File: src/core/sad_pkg.sv
// package for the system address decoder: targets, sources, address constants
// assumes a single core clock domain and 32-bit memory addresses
package sad_pkg;
  localparam int ADDR_W = 32;
  localparam int IO_W = 16;
  localparam int PAM_N = 13;
  localparam logic [31:0] COMPAT_LO = 32'h000A0000;
  localparam logic [31:0] COMPAT_HI = 32'h000BFFFF;
  localparam logic [31:0] HIGH_LO = 32'hFFEA0000;
  localparam logic [31:0] HIGH_HI = 32'hFFEBFFFF;
  localparam logic [31:0] HIGH_TO_COMPAT = 32'hFFE00000;
  localparam logic [31:0] PAM_LO = 32'h000C0000;
  localparam logic [31:0] PAM_HI = 32'h000FFFFF;
  localparam logic [31:0] ZERO_ADDR = 32'h00000000;
  localparam int PAM_SHIFT = 14;
  localparam logic [3:0] PAM_BASE_IDX = 4'h0;
  localparam logic [15:0] CFG_ADDR_PORT = 16'h0CF8;
  localparam logic [15:0] CFG_DATA_PORT = 16'h0CFC;
  localparam logic [15:0] CFG_DATA_TOP = 16'h0CFF;
  localparam logic [15:0] IDE_IO_LO = 16'h01F0;
  localparam logic [15:0] IDE_IO_HI = 16'h01F7;

  typedef enum logic [2:0]
  {
    SAD_TGT_NONE = 3'h0,
    SAD_TGT_DRAM = 3'h1,
    SAD_TGT_HUBA = 3'h2,
    SAD_TGT_HUBB = 3'h3,
    SAD_TGT_GFX = 3'h4,
    SAD_TGT_CFG = 3'h5,
    SAD_TGT_ROM = 3'h6
  } sad_tgt_t;

  typedef enum logic [2:0]
  {
    SAD_SRC_CPU = 3'h0,
    SAD_SRC_HUBA = 3'h1,
    SAD_SRC_HUBB = 3'h2,
    SAD_SRC_GFX_FRAME = 3'h3,
    SAD_SRC_GFX_PIPE = 3'h4
  } sad_src_t;

  typedef enum logic [1:0]
  {
    SAD_RSP_OK = 2'h0,
    SAD_RSP_ABORT = 2'h1,
    SAD_RSP_DROP = 2'h2,
    SAD_RSP_UNCLAIMED = 2'h3
  } sad_rsp_t;

  typedef enum logic [1:0]
  {
    SAD_ST_IDLE = 2'b00,
    SAD_ST_DEC = 2'b01,
    SAD_ST_OUT = 2'b11
  } sad_st_t;
endpackage

File: src/core/sad_decoder.sv
// system address decoder: registers one request, answers one cycle later
// assumes requests from the same clock domain, configuration as static inputs
// What this block does
// - high management window remaps to compatible dram range in management mode
// - top segment window, and compatible window when visible, reach dram at the issued address
// - non-management high window access goes to address zero, writes masked
// - shadow blocks route reads and writes to rom or dram independently
// - processor i/o goes to a link or graphics, except config ports
// - i/o address forwarded untranslated including the wrap bit
// - other i/o goes to a hub link; disk controller writes not posted
// - i/o cycles from graphics or hub links are never claimed
// - inclusive base/limit compare selects graphics or second hub i/o
// - first hub accepts dram, graphics window writes, aperture, display writes
// - first hub above 4 GB: reads abort, writes discarded
// - second hub accepts the same set of ranges as the first
// - second hub out-of-range memory and all its i/o abort
// - framed graphics claims only dram or aperture memory cycles
// - framed graphics write to non-writable compat range left unclaimed
// - framed graphics read to compat range claimed only if readable
// - graphics i/o, config and special cycles get no response
// - graphics cycles to dram are not snooped
// - pipelined read outside memory goes to zero and flags; write dropped
`timescale 1ns/1ps
`default_nettype none
module sad_decoder (
  // clock and reset
  input wire logic mclk_in,
  input wire logic rst_b_in,
  // request
  input wire logic req_valid_in,
  input wire sad_pkg::sad_src_t req_src_in,
  input wire logic req_is_io_in,
  input wire logic req_is_special_in,
  input wire logic req_write_in,
  input wire logic req_above_4g_in,
  input wire logic [31:0] req_addr_in,
  input wire logic io_wrap_address_bit_in,
  input wire logic system_management_mode_in,
  input wire logic [7:0] req_be_in,
  // memory map
  input wire logic [31:0] top_of_memory_in,
  input wire logic [31:0] top_segment_size_in,
  input wire logic top_mgmt_segment_en_in,
  input wire logic high_mgmt_segment_en_in,
  input wire logic compat_mgmt_en_in,
  input wire logic mgmt_open_in,
  input wire logic mgmt_close_in,
  input wire logic [31:0] gfx_mem_base_in,
  input wire logic [31:0] gfx_mem_limit_in,
  input wire logic [31:0] gfx_prefetch_base_in,
  input wire logic [31:0] gfx_prefetch_limit_in,
  input wire logic [31:0] aperture_base_in,
  input wire logic [31:0] aperture_size_in,
  input wire logic [31:0] hubb_mem_base_in,
  input wire logic [31:0] hubb_mem_limit_in,
  input wire logic gfx_legacy_display_en_in,
  input wire logic [sad_pkg::PAM_N-1:0] compat_range_attribute_rd_in,
  input wire logic [sad_pkg::PAM_N-1:0] compat_range_attribute_wr_in,
  // i/o windows
  input wire logic [15:0] gfx_io_window_base_in,
  input wire logic [15:0] gfx_io_window_limit_in,
  input wire logic [15:0] hubb_io_window_base_in,
  input wire logic [15:0] hubb_io_window_limit_in,
  input wire logic hubb_en_in,
  // status clear
  input wire logic flag_clear_in,
  // answer
  output logic rsp_valid_out,
  output sad_pkg::sad_tgt_t rsp_tgt_out,
  output sad_pkg::sad_rsp_t rsp_kind_out,
  output logic [31:0] rsp_addr_out,
  output logic [7:0] rsp_be_out,
  output logic rsp_snoop_out,
  output logic rsp_posted_out,
  output logic invalid_graphics_access_flag_out
);
  sad_pkg::sad_st_t st_ff;
  sad_pkg::sad_tgt_t nxt_tgt;
  sad_pkg::sad_rsp_t nxt_kind;
  logic [31:0] nxt_addr;
  logic [7:0] nxt_be;
  logic nxt_snoop;
  logic nxt_posted;
  logic nxt_flag_set;
  sad_pkg::sad_tgt_t rsp_tgt_ff;
  sad_pkg::sad_rsp_t rsp_kind_ff;
  logic [31:0] rsp_addr_ff;
  logic [7:0] rsp_be_ff;
  logic rsp_snoop_ff;
  logic rsp_posted_ff;
  logic flag_ff;
  logic high_hit;
  logic seg_hit;
  logic compat_hit;
  logic dram_hit;
  logic pam_hit;
  logic gfxm_hit;
  logic gfxp_hit;
  logic hubbm_hit;
  logic aper_hit;
  logic gfxwin_hit;
  logic compat_mgmt_vis;
  logic [31:0] seg_base;
  logic [31:0] aper_limit;
  logic [3:0] pam_idx;
  logic pam_rd;
  logic pam_wr;
  logic mgmt_space;
  sad_pkg::sad_tgt_t io_tgt;
  logic [16:0] io_fwd;

  // attribute index for a shadow block
  function automatic logic [3:0] pam_index(input logic [31:0] a);
    logic [3:0] idx;
    idx = 4'(a[19:sad_pkg::PAM_SHIFT] - 6'(sad_pkg::PAM_LO[19:sad_pkg::PAM_SHIFT])) + sad_pkg::PAM_BASE_IDX;
    // the last attribute covers the whole top segment, so higher blocks fold onto it
    pam_index = (idx > 4'(sad_pkg::PAM_N - 1)) ? 4'(sad_pkg::PAM_N - 1) : idx;
  endfunction

  assign seg_base = top_of_memory_in - top_segment_size_in;
  assign aper_limit = aperture_base_in + aperture_size_in - 32'h00000001;
  sad_range_cmp u_seg (.base_in(seg_base), .limit_in(top_of_memory_in - 32'h00000001),
    .en_in(top_mgmt_segment_en_in), .addr_in(req_addr_in), .hit_out(seg_hit));
  sad_range_cmp u_high (.base_in(sad_pkg::HIGH_LO), .limit_in(sad_pkg::HIGH_HI),
    .en_in(high_mgmt_segment_en_in), .addr_in(req_addr_in), .hit_out(high_hit));
  sad_range_cmp u_comp (.base_in(sad_pkg::COMPAT_LO), .limit_in(sad_pkg::COMPAT_HI),
    .en_in(1'b1), .addr_in(req_addr_in), .hit_out(compat_hit));
  sad_range_cmp u_pam (.base_in(sad_pkg::PAM_LO), .limit_in(sad_pkg::PAM_HI),
    .en_in(1'b1), .addr_in(req_addr_in), .hit_out(pam_hit));
  sad_range_cmp u_gfxm (.base_in(gfx_mem_base_in), .limit_in(gfx_mem_limit_in),
    .en_in(1'b1), .addr_in(req_addr_in), .hit_out(gfxm_hit));
  sad_range_cmp u_gfxp (.base_in(gfx_prefetch_base_in), .limit_in(gfx_prefetch_limit_in),
    .en_in(1'b1), .addr_in(req_addr_in), .hit_out(gfxp_hit));
  sad_range_cmp u_hubbm (.base_in(hubb_mem_base_in), .limit_in(hubb_mem_limit_in),
    .en_in(hubb_en_in), .addr_in(req_addr_in), .hit_out(hubbm_hit));
  sad_range_cmp u_aper (.base_in(aperture_base_in), .limit_in(aper_limit),
    .en_in(aperture_size_in != sad_pkg::ZERO_ADDR), .addr_in(req_addr_in), .hit_out(aper_hit));
  sad_io_route u_io (
    .io_addr_in(req_addr_in[15:0]),
    .io_wrap_address_bit_in(io_wrap_address_bit_in),
    .gfx_io_window_base_in(gfx_io_window_base_in),
    .gfx_io_window_limit_in(gfx_io_window_limit_in),
    .hubb_io_window_base_in(hubb_io_window_base_in),
    .hubb_io_window_limit_in(hubb_io_window_limit_in),
    .hubb_en_in(hubb_en_in),
    .tgt_out(io_tgt),
    .fwd_addr_out(io_fwd)
  );

  assign gfxwin_hit = gfxm_hit || gfxp_hit;
  // dram is below top of memory, excluding the shadow blocks and the compat display hole
  assign dram_hit = !req_above_4g_in && (req_addr_in < top_of_memory_in) && !compat_hit && !pam_hit;
  assign pam_idx = pam_index(req_addr_in);
  assign pam_rd = compat_range_attribute_rd_in[pam_idx];
  assign pam_wr = compat_range_attribute_wr_in[pam_idx];
  // close hides compat dram from data accesses; open exposes it; both together exposes it, open wins
  assign compat_mgmt_vis = compat_mgmt_en_in && (mgmt_open_in || (system_management_mode_in && !mgmt_close_in));
  assign mgmt_space = seg_hit || high_hit || (compat_hit && compat_mgmt_en_in);

  always_comb
  begin
    nxt_tgt = sad_pkg::SAD_TGT_HUBA;
    nxt_kind = sad_pkg::SAD_RSP_OK;
    nxt_addr = req_addr_in;
    nxt_be = req_be_in;
    nxt_snoop = 1'b0;
    nxt_posted = req_write_in;
    nxt_flag_set = 1'b0;
    unique case (req_src_in)
      sad_pkg::SAD_SRC_CPU:
      begin
        if (req_is_io_in)
        begin
          nxt_tgt = io_tgt;
          nxt_addr = {15'h0000, io_fwd};
          // writes to the disk controller must complete before the processor moves on
          nxt_posted = req_write_in && !((req_addr_in[15:0] >= sad_pkg::IDE_IO_LO)
            && (req_addr_in[15:0] <= sad_pkg::IDE_IO_HI));
        end
        else if (high_hit)
        begin
          nxt_tgt = sad_pkg::SAD_TGT_DRAM;
          if (system_management_mode_in)
            nxt_addr = req_addr_in - sad_pkg::HIGH_TO_COMPAT;
          else
          begin
            nxt_addr = sad_pkg::ZERO_ADDR;
            nxt_be = req_write_in ? 8'h00 : req_be_in;
          end
        end
        else if (seg_hit)
          nxt_tgt = sad_pkg::SAD_TGT_DRAM;
        else if (compat_hit)
          nxt_tgt = compat_mgmt_vis ? sad_pkg::SAD_TGT_DRAM : sad_pkg::SAD_TGT_HUBA;
        else if (pam_hit)
        begin
          if (req_write_in)
            nxt_tgt = pam_wr ? sad_pkg::SAD_TGT_DRAM : sad_pkg::SAD_TGT_ROM;
          else
            nxt_tgt = pam_rd ? sad_pkg::SAD_TGT_DRAM : sad_pkg::SAD_TGT_ROM;
        end
        else if (aper_hit || dram_hit)
        begin
          nxt_tgt = sad_pkg::SAD_TGT_DRAM;
          nxt_snoop = 1'b1;
        end
        else if (gfxwin_hit)
          nxt_tgt = sad_pkg::SAD_TGT_GFX;
        else if (hubbm_hit)
          nxt_tgt = sad_pkg::SAD_TGT_HUBB;
      end
      sad_pkg::SAD_SRC_HUBA, sad_pkg::SAD_SRC_HUBB:
      begin
        nxt_snoop = 1'b1;
        if (req_is_io_in || req_is_special_in)
        begin
          nxt_tgt = sad_pkg::SAD_TGT_NONE;
          nxt_kind = (req_src_in == sad_pkg::SAD_SRC_HUBB) ? sad_pkg::SAD_RSP_ABORT
            : sad_pkg::SAD_RSP_UNCLAIMED;
        end
        else if ((req_src_in == sad_pkg::SAD_SRC_HUBA) && req_above_4g_in)
        begin
          nxt_tgt = sad_pkg::SAD_TGT_NONE;
          nxt_kind = req_write_in ? sad_pkg::SAD_RSP_DROP : sad_pkg::SAD_RSP_ABORT;
        end
        else if (!req_above_4g_in && (aper_hit || (dram_hit && !mgmt_space)))
          nxt_tgt = sad_pkg::SAD_TGT_DRAM;
        else if (!req_above_4g_in && req_write_in && (gfxwin_hit || (compat_hit && gfx_legacy_display_en_in)))
          nxt_tgt = sad_pkg::SAD_TGT_GFX;
        else
        begin
          nxt_tgt = sad_pkg::SAD_TGT_NONE;
          nxt_kind = sad_pkg::SAD_RSP_ABORT;
        end
      end
      sad_pkg::SAD_SRC_GFX_FRAME:
      begin
        if (req_is_io_in || req_is_special_in)
        begin
          nxt_tgt = sad_pkg::SAD_TGT_NONE;
          nxt_kind = sad_pkg::SAD_RSP_UNCLAIMED;
        end
        else if (pam_hit && !(req_write_in ? pam_wr : pam_rd))
        begin
          nxt_tgt = sad_pkg::SAD_TGT_NONE;
          nxt_kind = sad_pkg::SAD_RSP_UNCLAIMED;
        end
        else if (!req_above_4g_in && (aper_hit || pam_hit || (dram_hit && !mgmt_space)))
          nxt_tgt = sad_pkg::SAD_TGT_DRAM;
        else
        begin
          nxt_tgt = sad_pkg::SAD_TGT_NONE;
          nxt_kind = sad_pkg::SAD_RSP_UNCLAIMED;
        end
      end
      sad_pkg::SAD_SRC_GFX_PIPE:
      begin
        nxt_tgt = sad_pkg::SAD_TGT_DRAM;
        // masters keep to dram or aperture; anything else is treated as invalid
        if (req_is_io_in || req_is_special_in)
        begin
          nxt_tgt = sad_pkg::SAD_TGT_NONE;
          nxt_kind = sad_pkg::SAD_RSP_UNCLAIMED;
        end
        else if (req_above_4g_in || !(aper_hit || pam_hit || (dram_hit && !mgmt_space)))
        begin
          if (req_write_in)
          begin
            nxt_tgt = sad_pkg::SAD_TGT_NONE;
            nxt_kind = sad_pkg::SAD_RSP_DROP;
          end
          else
          begin
            nxt_addr = sad_pkg::ZERO_ADDR;
            nxt_flag_set = 1'b1;
          end
        end
      end
      default:
      begin
        nxt_tgt = sad_pkg::SAD_TGT_NONE;
        nxt_kind = sad_pkg::SAD_RSP_UNCLAIMED;
      end
    endcase
  end

  always_ff @(posedge mclk_in or negedge rst_b_in)
  begin
    if (!rst_b_in)
      st_ff <= sad_pkg::SAD_ST_IDLE;
    else if (req_valid_in)
      st_ff <= sad_pkg::SAD_ST_DEC;
    else
      st_ff <= sad_pkg::SAD_ST_IDLE;
  end

  always_ff @(posedge mclk_in or negedge rst_b_in)
  begin
    if (!rst_b_in)
    begin
      rsp_tgt_ff <= sad_pkg::SAD_TGT_NONE;
      rsp_kind_ff <= sad_pkg::SAD_RSP_OK;
      rsp_addr_ff <= sad_pkg::ZERO_ADDR;
      rsp_be_ff <= 8'h00;
      rsp_snoop_ff <= 1'b0;
      rsp_posted_ff <= 1'b0;
    end
    else
    begin
      if (req_valid_in)
      begin
        rsp_tgt_ff <= nxt_tgt;
        rsp_kind_ff <= nxt_kind;
        rsp_addr_ff <= nxt_addr;
        rsp_be_ff <= nxt_be;
        rsp_snoop_ff <= nxt_snoop;
        rsp_posted_ff <= nxt_posted;
      end
    end
  end

  // set wins over a clear arriving in the same cycle
  always_ff @(posedge mclk_in or negedge rst_b_in)
  begin
    if (!rst_b_in)
      flag_ff <= 1'b0;
    else if (req_valid_in && nxt_flag_set)
      flag_ff <= 1'b1;
    else if (flag_clear_in)
      flag_ff <= 1'b0;
  end

  assign rsp_valid_out = (st_ff == sad_pkg::SAD_ST_DEC);
  assign rsp_tgt_out = rsp_tgt_ff;
  assign rsp_kind_out = rsp_kind_ff;
  assign rsp_addr_out = rsp_addr_ff;
  assign rsp_be_out = rsp_be_ff;
  assign rsp_snoop_out = rsp_snoop_ff;
  assign rsp_posted_out = rsp_posted_ff;
  assign invalid_graphics_access_flag_out = flag_ff;
endmodule
`default_nettype wire

File: src/core/sad_io_route.sv
// processor i/o routing: config ports, graphics window, second hub window
// assumes i/o address and wrap bit from the processor request
`timescale 1ns/1ps
`default_nettype none
module sad_io_route (
  // request
  input wire logic [15:0] io_addr_in,
  input wire logic io_wrap_address_bit_in,
  // windows
  input wire logic [15:0] gfx_io_window_base_in,
  input wire logic [15:0] gfx_io_window_limit_in,
  input wire logic [15:0] hubb_io_window_base_in,
  input wire logic [15:0] hubb_io_window_limit_in,
  input wire logic hubb_en_in,
  // result
  output sad_pkg::sad_tgt_t tgt_out,
  output logic [16:0] fwd_addr_out
);
  logic gfx_hit;
  logic hubb_hit;
  logic cfg_hit;
  sad_range_cmp #(.W(16)) u_gfx (
    .base_in(gfx_io_window_base_in),
    .limit_in(gfx_io_window_limit_in),
    .en_in(1'b1),
    .addr_in(io_addr_in),
    .hit_out(gfx_hit)
  );
  sad_range_cmp #(.W(16)) u_hubb (
    .base_in(hubb_io_window_base_in),
    .limit_in(hubb_io_window_limit_in),
    .en_in(hubb_en_in),
    .addr_in(io_addr_in),
    .hit_out(hubb_hit)
  );
  // wrapped accesses are never the config ports
  assign cfg_hit = !io_wrap_address_bit_in && ((io_addr_in == sad_pkg::CFG_ADDR_PORT)
    || ((io_addr_in >= sad_pkg::CFG_DATA_PORT) && (io_addr_in <= sad_pkg::CFG_DATA_TOP)));
  // address passes untranslated, wrap bit included
  assign fwd_addr_out = {io_wrap_address_bit_in, io_addr_in};
  always_comb
  begin
    if (cfg_hit)
      tgt_out = sad_pkg::SAD_TGT_CFG;
    else if (gfx_hit)
      tgt_out = sad_pkg::SAD_TGT_GFX;
    else if (hubb_hit)
      tgt_out = sad_pkg::SAD_TGT_HUBB;
    else
      tgt_out = sad_pkg::SAD_TGT_HUBA;
  end
endmodule
`default_nettype wire

File: src/core/sad_range_cmp.sv
// inclusive base/limit compare used for every window
// assumes combinational use inside the decoder
`timescale 1ns/1ps
`default_nettype none
module sad_range_cmp #(
  parameter int W = 32
) (
  // window
  input wire logic [W-1:0] base_in,
  input wire logic [W-1:0] limit_in,
  input wire logic en_in,
  // probe
  input wire logic [W-1:0] addr_in,
  output logic hit_out
);
  assign hit_out = en_in && (base_in <= addr_in) && (addr_in <= limit_in);
endmodule
`default_nettype wire
File: config.mk
export PLATFORM = sky130hd
export DESIGN_NAME = sad_decoder
export DESIGN_NICKNAME = d
export VERILOG_FILES = /design/src/core/sad_pkg.sv /design/src/core/sad_decoder.sv /design/src/core/sad_io_route.sv /design/src/core/sad_range_cmp.sv
export SDC_FILE = /design/constraint.sdc
export NUM_CORES = 1
export LEC_CHECK = 0
export CAP_MARGIN = 20
export CORE_ASPECT_RATIO = 0.6
export CORE_MARGIN = 8
export CORE_UTILIZATION = 35
export DETAILED_ROUTE_END_ITERATION = 10
export DONT_BUFFER_PORTS = 1
export GPL_TIMING_DRIVEN = 0
export MAX_ROUTING_LAYER = met4
export PLACE_DENSITY = 0.54
export SETUP_SLACK_MARGIN = 0.15
export SLEW_MARGIN = 10
export SYNTH_ARGS = -nofsm -noshare
export SYNTH_HDL_FRONTEND = slang
export SYNTH_HIERARCHICAL = 1
export SYNTH_SLANG_ARGS = --single-unit
File: constraint.sdc
create_clock -name mclk_in -period 1.2 [get_ports mclk_in]
set_input_delay 0.24 -clock mclk_in [delete_from_list [all_inputs] [get_ports mclk_in]]
set_output_delay 0.24 -clock mclk_in [all_outputs]
set_load 0.02 [all_outputs]
# ---- After elaboration in Yosys (flattened, before gate mapping)
# Cells that the tools add are included.
dict set report op_classes {
  magnitude_cmp 27
  muxes 73
  n_reduce_logical 59
  addsub 6
  eq_ne 6
}
# operator n
set ops {}
lappend ops {{less-or-equal comparator 32 bit} 10}
lappend ops {{2-to-1 mux 32 bit} 6}
lappend ops {{less-or-equal comparator 16 bit} 4}
lappend ops {{less-or-equal comparator 20 x 32 -> 1 bit (first input constant)} 2}
lappend ops {{less-or-equal comparator 32 x 20 -> 1 bit (second input constant)} 2}
lappend ops {{case mux 32 bit (2 select lines)} 1}
lappend ops {{subtractor 32 x 1 -> 32 bit (second input constant)} 2}
lappend ops {{2-to-1 mux 3 bit} 16}
lappend ops {{2-to-1 mux 8 bit} 5}
lappend ops {{logical AND 1 bit} 34}
lappend ops {{adder 32 bit} 1}
lappend ops {{less-or-equal comparator 32 bit (first input constant)} 1}
lappend ops {{less-or-equal comparator 32 bit (second input constant)} 1}
lappend ops {{less-than comparator 32 bit} 1}
lappend ops {{nonzero test 32 bit} 1}
lappend ops {{subtractor 32 bit} 1}
lappend ops {{subtractor 32 bit (second input constant)} 1}
lappend ops {{2-to-1 mux 1 bit} 28}
lappend ops {{2-to-1 mux 2 bit} 11}
lappend ops {{== test 16 x 12 -> 1 bit (second input constant)} 1}
lappend ops {{>= comparator 16 x 12 -> 1 bit (second input constant)} 1}
lappend ops {{>= comparator 16 x 9 -> 1 bit (second input constant)} 1}
lappend ops {{less-or-equal comparator 16 x 12 -> 1 bit (second input constant)} 1}
lappend ops {{less-or-equal comparator 16 x 9 -> 1 bit (second input constant)} 1}
lappend ops {{other kinds (17)} 38}
dict set report word_totals {
  reg_bits 50
  out_inout_bits 49
  word_cells 179
  input_bits 470
}

# ---- Longest topological paths before layout
dict set report logic_depth {
  word_depth 16
  ltp_mapped 28
  ltp_nobuf 27
}

# ---- Modules after synthesis
# The synthesis kept the hierarchy.
# module cells_per_inst area_per_inst_um2 instances
set modules_own_cells {}
lappend modules_own_cells {{sad_range_cmp (u_aper ...)} 234 1644.1 8}
lappend modules_own_cells {sad_decoder 1148 8339.2 1}
lappend modules_own_cells {{sad_range_cmp (u_io.u_gfx ...)} 111 815.8 2}
lappend modules_own_cells {sad_io_route 29 216.5 1}

# ---- Worst setup path before layout
# No wires, ideal clock.
dict set report synth_path {
  path_type {input port to flip-flop}
  startpoint {input port top_of_memory_in[2]}
  endpoint {register rsp_addr_ff[21], in the netlist rsp_addr_out[21]}
  path_buffers 1
  cell_stages 23
  setup_time_ns 0.123
  setup_slack_ns -4.196
  arrival_ns 5.274
  required_time_ns 1.077
  cell_sequence {or4_4 > or3_4 > nand2b_4 > or4_4 > nor2b_4 > nand2_2 > or4_4 > xnor2_2 > inv_1 > ha_1 > nand4_1 > nor2_1 > a22o_1 > a2111oi_2 > a31oi_1 > nor4b_2 > nor2_1 > nand2_1 > nor3_1 > o311a_1 > or2_2 > clkbuf_1 > o221a_2}
}
dict set report synth_between {
  elab_chain_len 14
}
# item line_no
set synth_rtl {}
lappend synth_rtl {{from (decl)} sad_decoder.sv:41} ;# input wire logic [31:0] top_of_memory_in,
lappend synth_rtl {{subtractor 32 bit} sad_decoder.sv:120} ;# assign seg_base = top_of_memory_in - top_segment_size_in;
lappend synth_rtl {{less-or-equal comparator 32 bit} sad_range_cmp.sv:16} ;# assign hit_out = en_in && (base_in <= addr_in) && (addr_in <= limit_in);
lappend synth_rtl {{logical AND 1 bit} sad_range_cmp.sv:16}
lappend synth_rtl {{logical AND 1 bit (*)} sad_range_cmp.sv:16}
lappend synth_rtl {{via seg_hit} sad_decoder.sv:93} ;# logic seg_hit;
lappend synth_rtl {{logical OR 1 bit (*) (2 in series)} sad_decoder.sv:158} ;# assign mgmt_space = seg_hit || high_hit || (compat_hit && compat_mgmt_en_in);
lappend synth_rtl {{logical NOT 1 bit (*)} sad_decoder.sv:265} ;# else if (req_above_4g_in || !(aper_hit || pam_hit || (dram_hit && !mgmt_space)))
lappend synth_rtl {{logical AND 1 bit (*)} sad_decoder.sv:265}
lappend synth_rtl {{logical OR 1 bit (*)} sad_decoder.sv:265}
lappend synth_rtl {{logical NOT 1 bit (*)} sad_decoder.sv:265}
lappend synth_rtl {{logical OR 1 bit (*)} sad_decoder.sv:265}
lappend synth_rtl {{2-to-1 mux 32 bit (*)} sad_decoder.sv:265}
lappend synth_rtl {{2-to-1 mux 32 bit (*)} sad_decoder.sv:260} ;# if (req_is_io_in || req_is_special_in)
lappend synth_rtl {{case mux 32 bit (2 select lines) (*)} sad_decoder.sv:169} ;# unique case (req_src_in)
lappend synth_rtl {{to (signal assigned)} sad_decoder.sv:303} ;# rsp_addr_ff <= sad_pkg::ZERO_ADDR;
lappend synth_rtl {{to (signal assigned)} sad_decoder.sv:314} ;# rsp_addr_ff <= nxt_addr;
lappend synth_rtl {{to (decl)} sad_decoder.sv:87} ;# logic [31:0] rsp_addr_ff;
# Mark *: on every way through the listed nets, which the timed path passes. The rest lies on a longest branch.
# A chain may end at the register's enable or synchronous reset.

# ---- Worst setup path after layout
dict set report layout_path {
  startpoint {input port aperture_base_in[1]}
  endpoint {register rsp_addr_ff[27], in the netlist rsp_addr_out[27]}
}
dict set report layout_between {
  elab_chain_len 11
}
# item line_no
set layout_rtl {}
lappend layout_rtl {{from (decl)} sad_decoder.sv:52} ;# input wire logic [31:0] aperture_base_in,
lappend layout_rtl {{adder 32 bit} sad_decoder.sv:121} ;# assign aper_limit = aperture_base_in + aperture_size_in - 32'h00000001;
lappend layout_rtl {{subtractor 32 x 1 -> 32 bit} sad_decoder.sv:121}
lappend layout_rtl {{via aper_limit[27]} sad_decoder.sv:104} ;# logic [31:0] aper_limit;
lappend layout_rtl {{less-or-equal comparator 32 bit} sad_range_cmp.sv:16}
lappend layout_rtl {{logical AND 1 bit} sad_range_cmp.sv:16}
lappend layout_rtl {{via aper_hit} sad_decoder.sv:100} ;# logic aper_hit;
lappend layout_rtl {{logical OR 1 bit (2 in series)} sad_decoder.sv:265}
lappend layout_rtl {{logical NOT 1 bit} sad_decoder.sv:265}
lappend layout_rtl {{logical OR 1 bit} sad_decoder.sv:265}
lappend layout_rtl {{2-to-1 mux 32 bit} sad_decoder.sv:265}
lappend layout_rtl {{2-to-1 mux 32 bit} sad_decoder.sv:260}
lappend layout_rtl {{case mux 32 bit (2 select lines)} sad_decoder.sv:169}
# The timed path passes the listed nets, and every way through them passes these cells.

==> results.sh <==
export IMPL_synth_area_um2=23300
export IMPL_synth_edf_count=0
export IMPL_violations="negative hold slack, negative setup slack"
export IMPL_finalSetupViolCount=48
export IMPL_cts_htree_levels=2
export IMPL_grt_pass1_vias=21600
export IMPL_hold_viol=49
export IMPL_detail_route_iter0_violations=1995
export IMPL_chipHeight_um=216
export IMPL_min_path_type="primary input to async pin"
export IMPL_grt_max_degree=50
export IMPL_fmax_mhz=189
export IMPL_async_flop_share_pct=100
export IMPL_cts_tree="yes"
export IMPL_p_leak_uw=0.0149
export IMPL_skew_ns=0
export IMPL_rrSetupSlack_ns=-0.09
export IMPL_path_class="primary input to flop"
export IMPL_boundaryPins=519
export IMPL_nets=4698
export IMPL_first_pass_iters=5
export IMPL_wirelength_um=95100
export IMPL_max_slew_margin_pct=33.2
export IMPL_required_ns=1.39
export IMPL_r2r_start="rsp_tgt_out[0]$_DFFE_PN0P_"
export IMPL_areaGrowthSynthToFinish_pct=15.6
export IMPL_clock_latency_ns=0.30
export IMPL_peakVddDrop_uv=406
export IMPL_num_vias=23100
export IMPL_hold_ws_ns=-0.375
export IMPL_cts_path_max_buffers=2
export IMPL_via_per_inst=5.21
export IMPL_cp_max_fo=7
export IMPL_synth_area_per_cell_um2=7.14
export IMPL_stdcell_area_um2=27000
export IMPL_drt_wirelength_per_cell_um=21.4
export IMPL_cp_end_kind="flop"
export IMPL_synthDistinctLibCells=80
export IMPL_dp_slack_ns=-5.75
export IMPL_p_per_area_nw_per_um2=539
export IMPL_cts_root_buf="clkbuf_16"
export IMPL_cts_hold_buf=1
export IMPL_portBuffers=0
export IMPL_synth_seq_area_share_pct=5.25
export IMPL_status="finished, violations left"
export IMPL_synth_flop_cell="dfrtp_1"
export IMPL_die_x_um=349
export IMPL_place_area_um2=25500
export IMPL_dp_cells=4372
export IMPL_tightest_slew_ns=0.989
export IMPL_start_util_pct=35.3
export IMPL_dieArea_um2=75500
export IMPL_slew_violations=0
export IMPL_overflow=0
export IMPL_ys_warn_count=6
export IMPL_dp_hpwl_um=72200
export IMPL_clk_pin_slew_ns=0.08
export IMPL_rsz0062_at_grt="yes"
export IMPL_arrival_ns=5.49
export IMPL_antenna_found_initial=13
export IMPL_drc_errors=0
export IMPL_rows=73
export IMPL_rr_worst_depth=6
export IMPL_worstReg2RegEnd="rsp_tgt_out[0]$_DFFE_PN0P_"
export IMPL_coreArea_um2=66100
export IMPL_ant_nets=0
export IMPL_fin_cells=4437
export IMPL_worst_slack_ns=-4.10
export IMPL_grt_pass1_wl_um=138000
export IMPL_drv_cap=0
export IMPL_fin_crit_sh_pct=442
export IMPL_final_layout_size_suffix_gt1_share_pct=8.68
export IMPL_fin_crit_ns=5.30
export IMPL_startpoint_type="primary input"
export IMPL_numClockSinks=49
export IMPL_synth_seq_cells=49
export IMPL_track_usage_pct=24.6
export IMPL_syn_inst=3271
export IMPL_cts_buffers=5
export IMPL_routabilityCongestion=0.914
## critical path, stage by stage
cell	delay (ns)
inv_8	0.01
ha_4	0.24
inv_2	0.04
ha_4	0.15
inv_2	0.06
fa_2	0.21
nor2b_2	0.05
o31a_1	0.35
o31a_1	0.31
nand3_2	0.12
nand2_4	0.08
o21a_1	0.21
a311oi_2	0.38
a22oi_1	0.17
xor2_1	0.17
inv_1	0.08
ha_4	0.28
nand4_1	0.22
nor3_2	0.31
a2111oi_4	0.13
a31oi_4	0.19
nor4b_4	0.08
buf_6	0.15
or2_4	0.25
o311a_4	0.39
or2_4	0.24
clkbuf_16	0.16
o221a_4	0.21
## layout make-up
| class | instances | area (um^2) |
|---|---|---|
| fillers | 7064 | 39100 |
| multi-input cells | 2558 | 20500 |
| inverters | 815 | 3080 |
| flip-flops and latches | 49 | 1250 |
| well taps | 900 | 1130 |
| repair buffers | 48 | 432 |
| plain buffers | 48 | 338 |
| clock buffers | 5 | 125 |
| clock inverters | 3 | 68.8 |
| diodes | 11 | 27.5 |
## through the flow
| stage | TNS (ns) | utilization (%) | power [uW] |
|---|---|---|---|
| 2_1_floorplan | -158.05 | - | 9390 |
| 3_3_place_gp | -231.81 | 38.5 | 11200 |
| 3_5_place_dp | -226.35 | 38.5 | 11300 |
| 4_1_cts | -162.13 | 40.4 | 14100 |
| 5_1_grt | -174.19 | 40.8 | 16100 |
| 6_report | -166.44 | 40.8 | 14600 |
## cell usage after synthesis (all sizes together), types with 6 or more instances
library cell	count	share of area, %
a2111oi	10	0.59
a211o	13	0.49
a211oi	42	1.4
a21boi	6	0.19
a21o	56	1.8
a21oi	353	7.7
a221o	7	0.30
a221oi	14	0.58
a22o	29	1.1
a22oi	11	0.35
a31oi	14	0.38
and2	11	0.29
and3	17	0.46
buf	18	0.56
clkbuf	30	0.48
dfrtp	49	5.3
ha	701	38
inv	814	13
mux2i	6	0.26
nand2	195	3.1
nand2b	19	0.54
nand3	115	2.5
nand4	128	3.6
nor2	142	2.3
nor2b	19	0.54
nor3	46	0.99
nor4	51	2.1
nor4b	10	0.62
o211ai	10	0.32
o21a	13	0.42
o21ai	133	2.9
o21bai	12	0.39
o221a	7	0.34
o31a	8	0.30
o31ai	13	0.42
or2	8	0.21
or4	8	0.34
xnor2	59	2.2
xor2	20	0.75
## per-layer routing
metal  vias up  wire length, um  GRT usage (%)
met3        77             8710           5.98
li1      11700                -              -
met5         -                0              -
met1     10400            46100           34.6
met4         0             1450           3.40
met2       871            38900           36.1
## cell families after synthesis
| logic type | Yosys count | synth area share [%] |
|---|---|---|
| AO/OA/AOI/OAI | 774 | 20.7 |
| XOR/XNOR | 79 | 3.00 |
| adder cells (fa/ha/maj) | 703 | 37.8 |
| buffers and inverters | 863 | 14.2 |
| flip-flops | 49 | 5.25 |
| multiplexers | 12 | 0.788 |
| other | 3 | 0.0482 |
| AND/OR/NAND/NOR | 788 | 18.3 |
## worst max-delay path by stage
stage | endpoint | startpoint | cells past startpoint | slack (ns)
6_report | rsp_addr_out[27]$_DFFE_PN0P_ | aperture_base_in[1] | 28 | -4.10
5_1_grt | rsp_addr_out[13]$_DFFE_PN0P_ | aperture_size_in[13] | 30 | -4.27
4_1_cts | rsp_addr_out[28]$_DFFE_PN0P_ | aperture_base_in[1] | 28 | -4.05
3_5_place_dp | rsp_addr_out[0]$_DFFE_PN0P_ | top_of_memory_in[0] | 25 | -5.75
3_3_place_gp | rsp_addr_out[13]$_DFFE_PN0P_ | aperture_size_in[1] | 28 | -5.80
2_1_floorplan | rsp_addr_out[21]$_DFFE_PN0P_ | top_of_memory_in[2] | 23 | -4.06
## sequential cells by signal, summed over array words and instances, names as in the netlist
name                              cells
rsp_snoop_out                         1
rsp_tgt_out                           3
rsp_addr_out                         32
rsp_kind_out                          2
invalid_graphics_access_flag_out      1
rsp_posted_out                        1
st_ff                                 1
rsp_be_out                            8
## cell usage in the layout (no fill, tap or decap), types with 18 or more instances in the layout
cell type / Yosys / routed
a21oi_1: 345 / 330
a21oi_2: 8 / 21
nand2_1: 194 / 192
ha_1: 701 / 675
xor2_1: 20 / 20
nor3_1: 46 / 38
clkbuf_1: 30 / 22
nand3_1: 115 / 112
inv_1: 814 / 806
nand4_1: 120 / 120
buf_4: 17 / 50
nor4_2: 24 / 23
xnor2_1: 58 / 58
nand2b_1: 18 / 18
nor2_1: 142 / 138
conb_1: 3 / 202
a211oi_1: 42 / 37
a22o_1: 29 / 29
dfrtp_1: 49 / 32
a21o_1: 56 / 56
nor4_1: 26 / 21
ha_4: 0 / 22
o21ai_0: 133 / 110
## where the power goes
part	leakage (uW)	internal [uW]	switching [uW]
Combinational	0.0143	4640	5800
Sequential	0.000558	1820	374
Clock	0.0000945	1200	716
Total	0.0149	7670	6890
## timing repair
| item | in CTS | in global routing |
|---|---|---|
| pin swaps | 83 | 47 |
| cloned | 1 | 0 |
| setup buffers | 32 | 11 |
| hold endpoints to repair | 50 | 49 |
| setup endpoints to repair | 54 | 59 |
| gates resized for setup | 154 | 50 |
No activity file was read; power rests on OpenSTA's default activity.
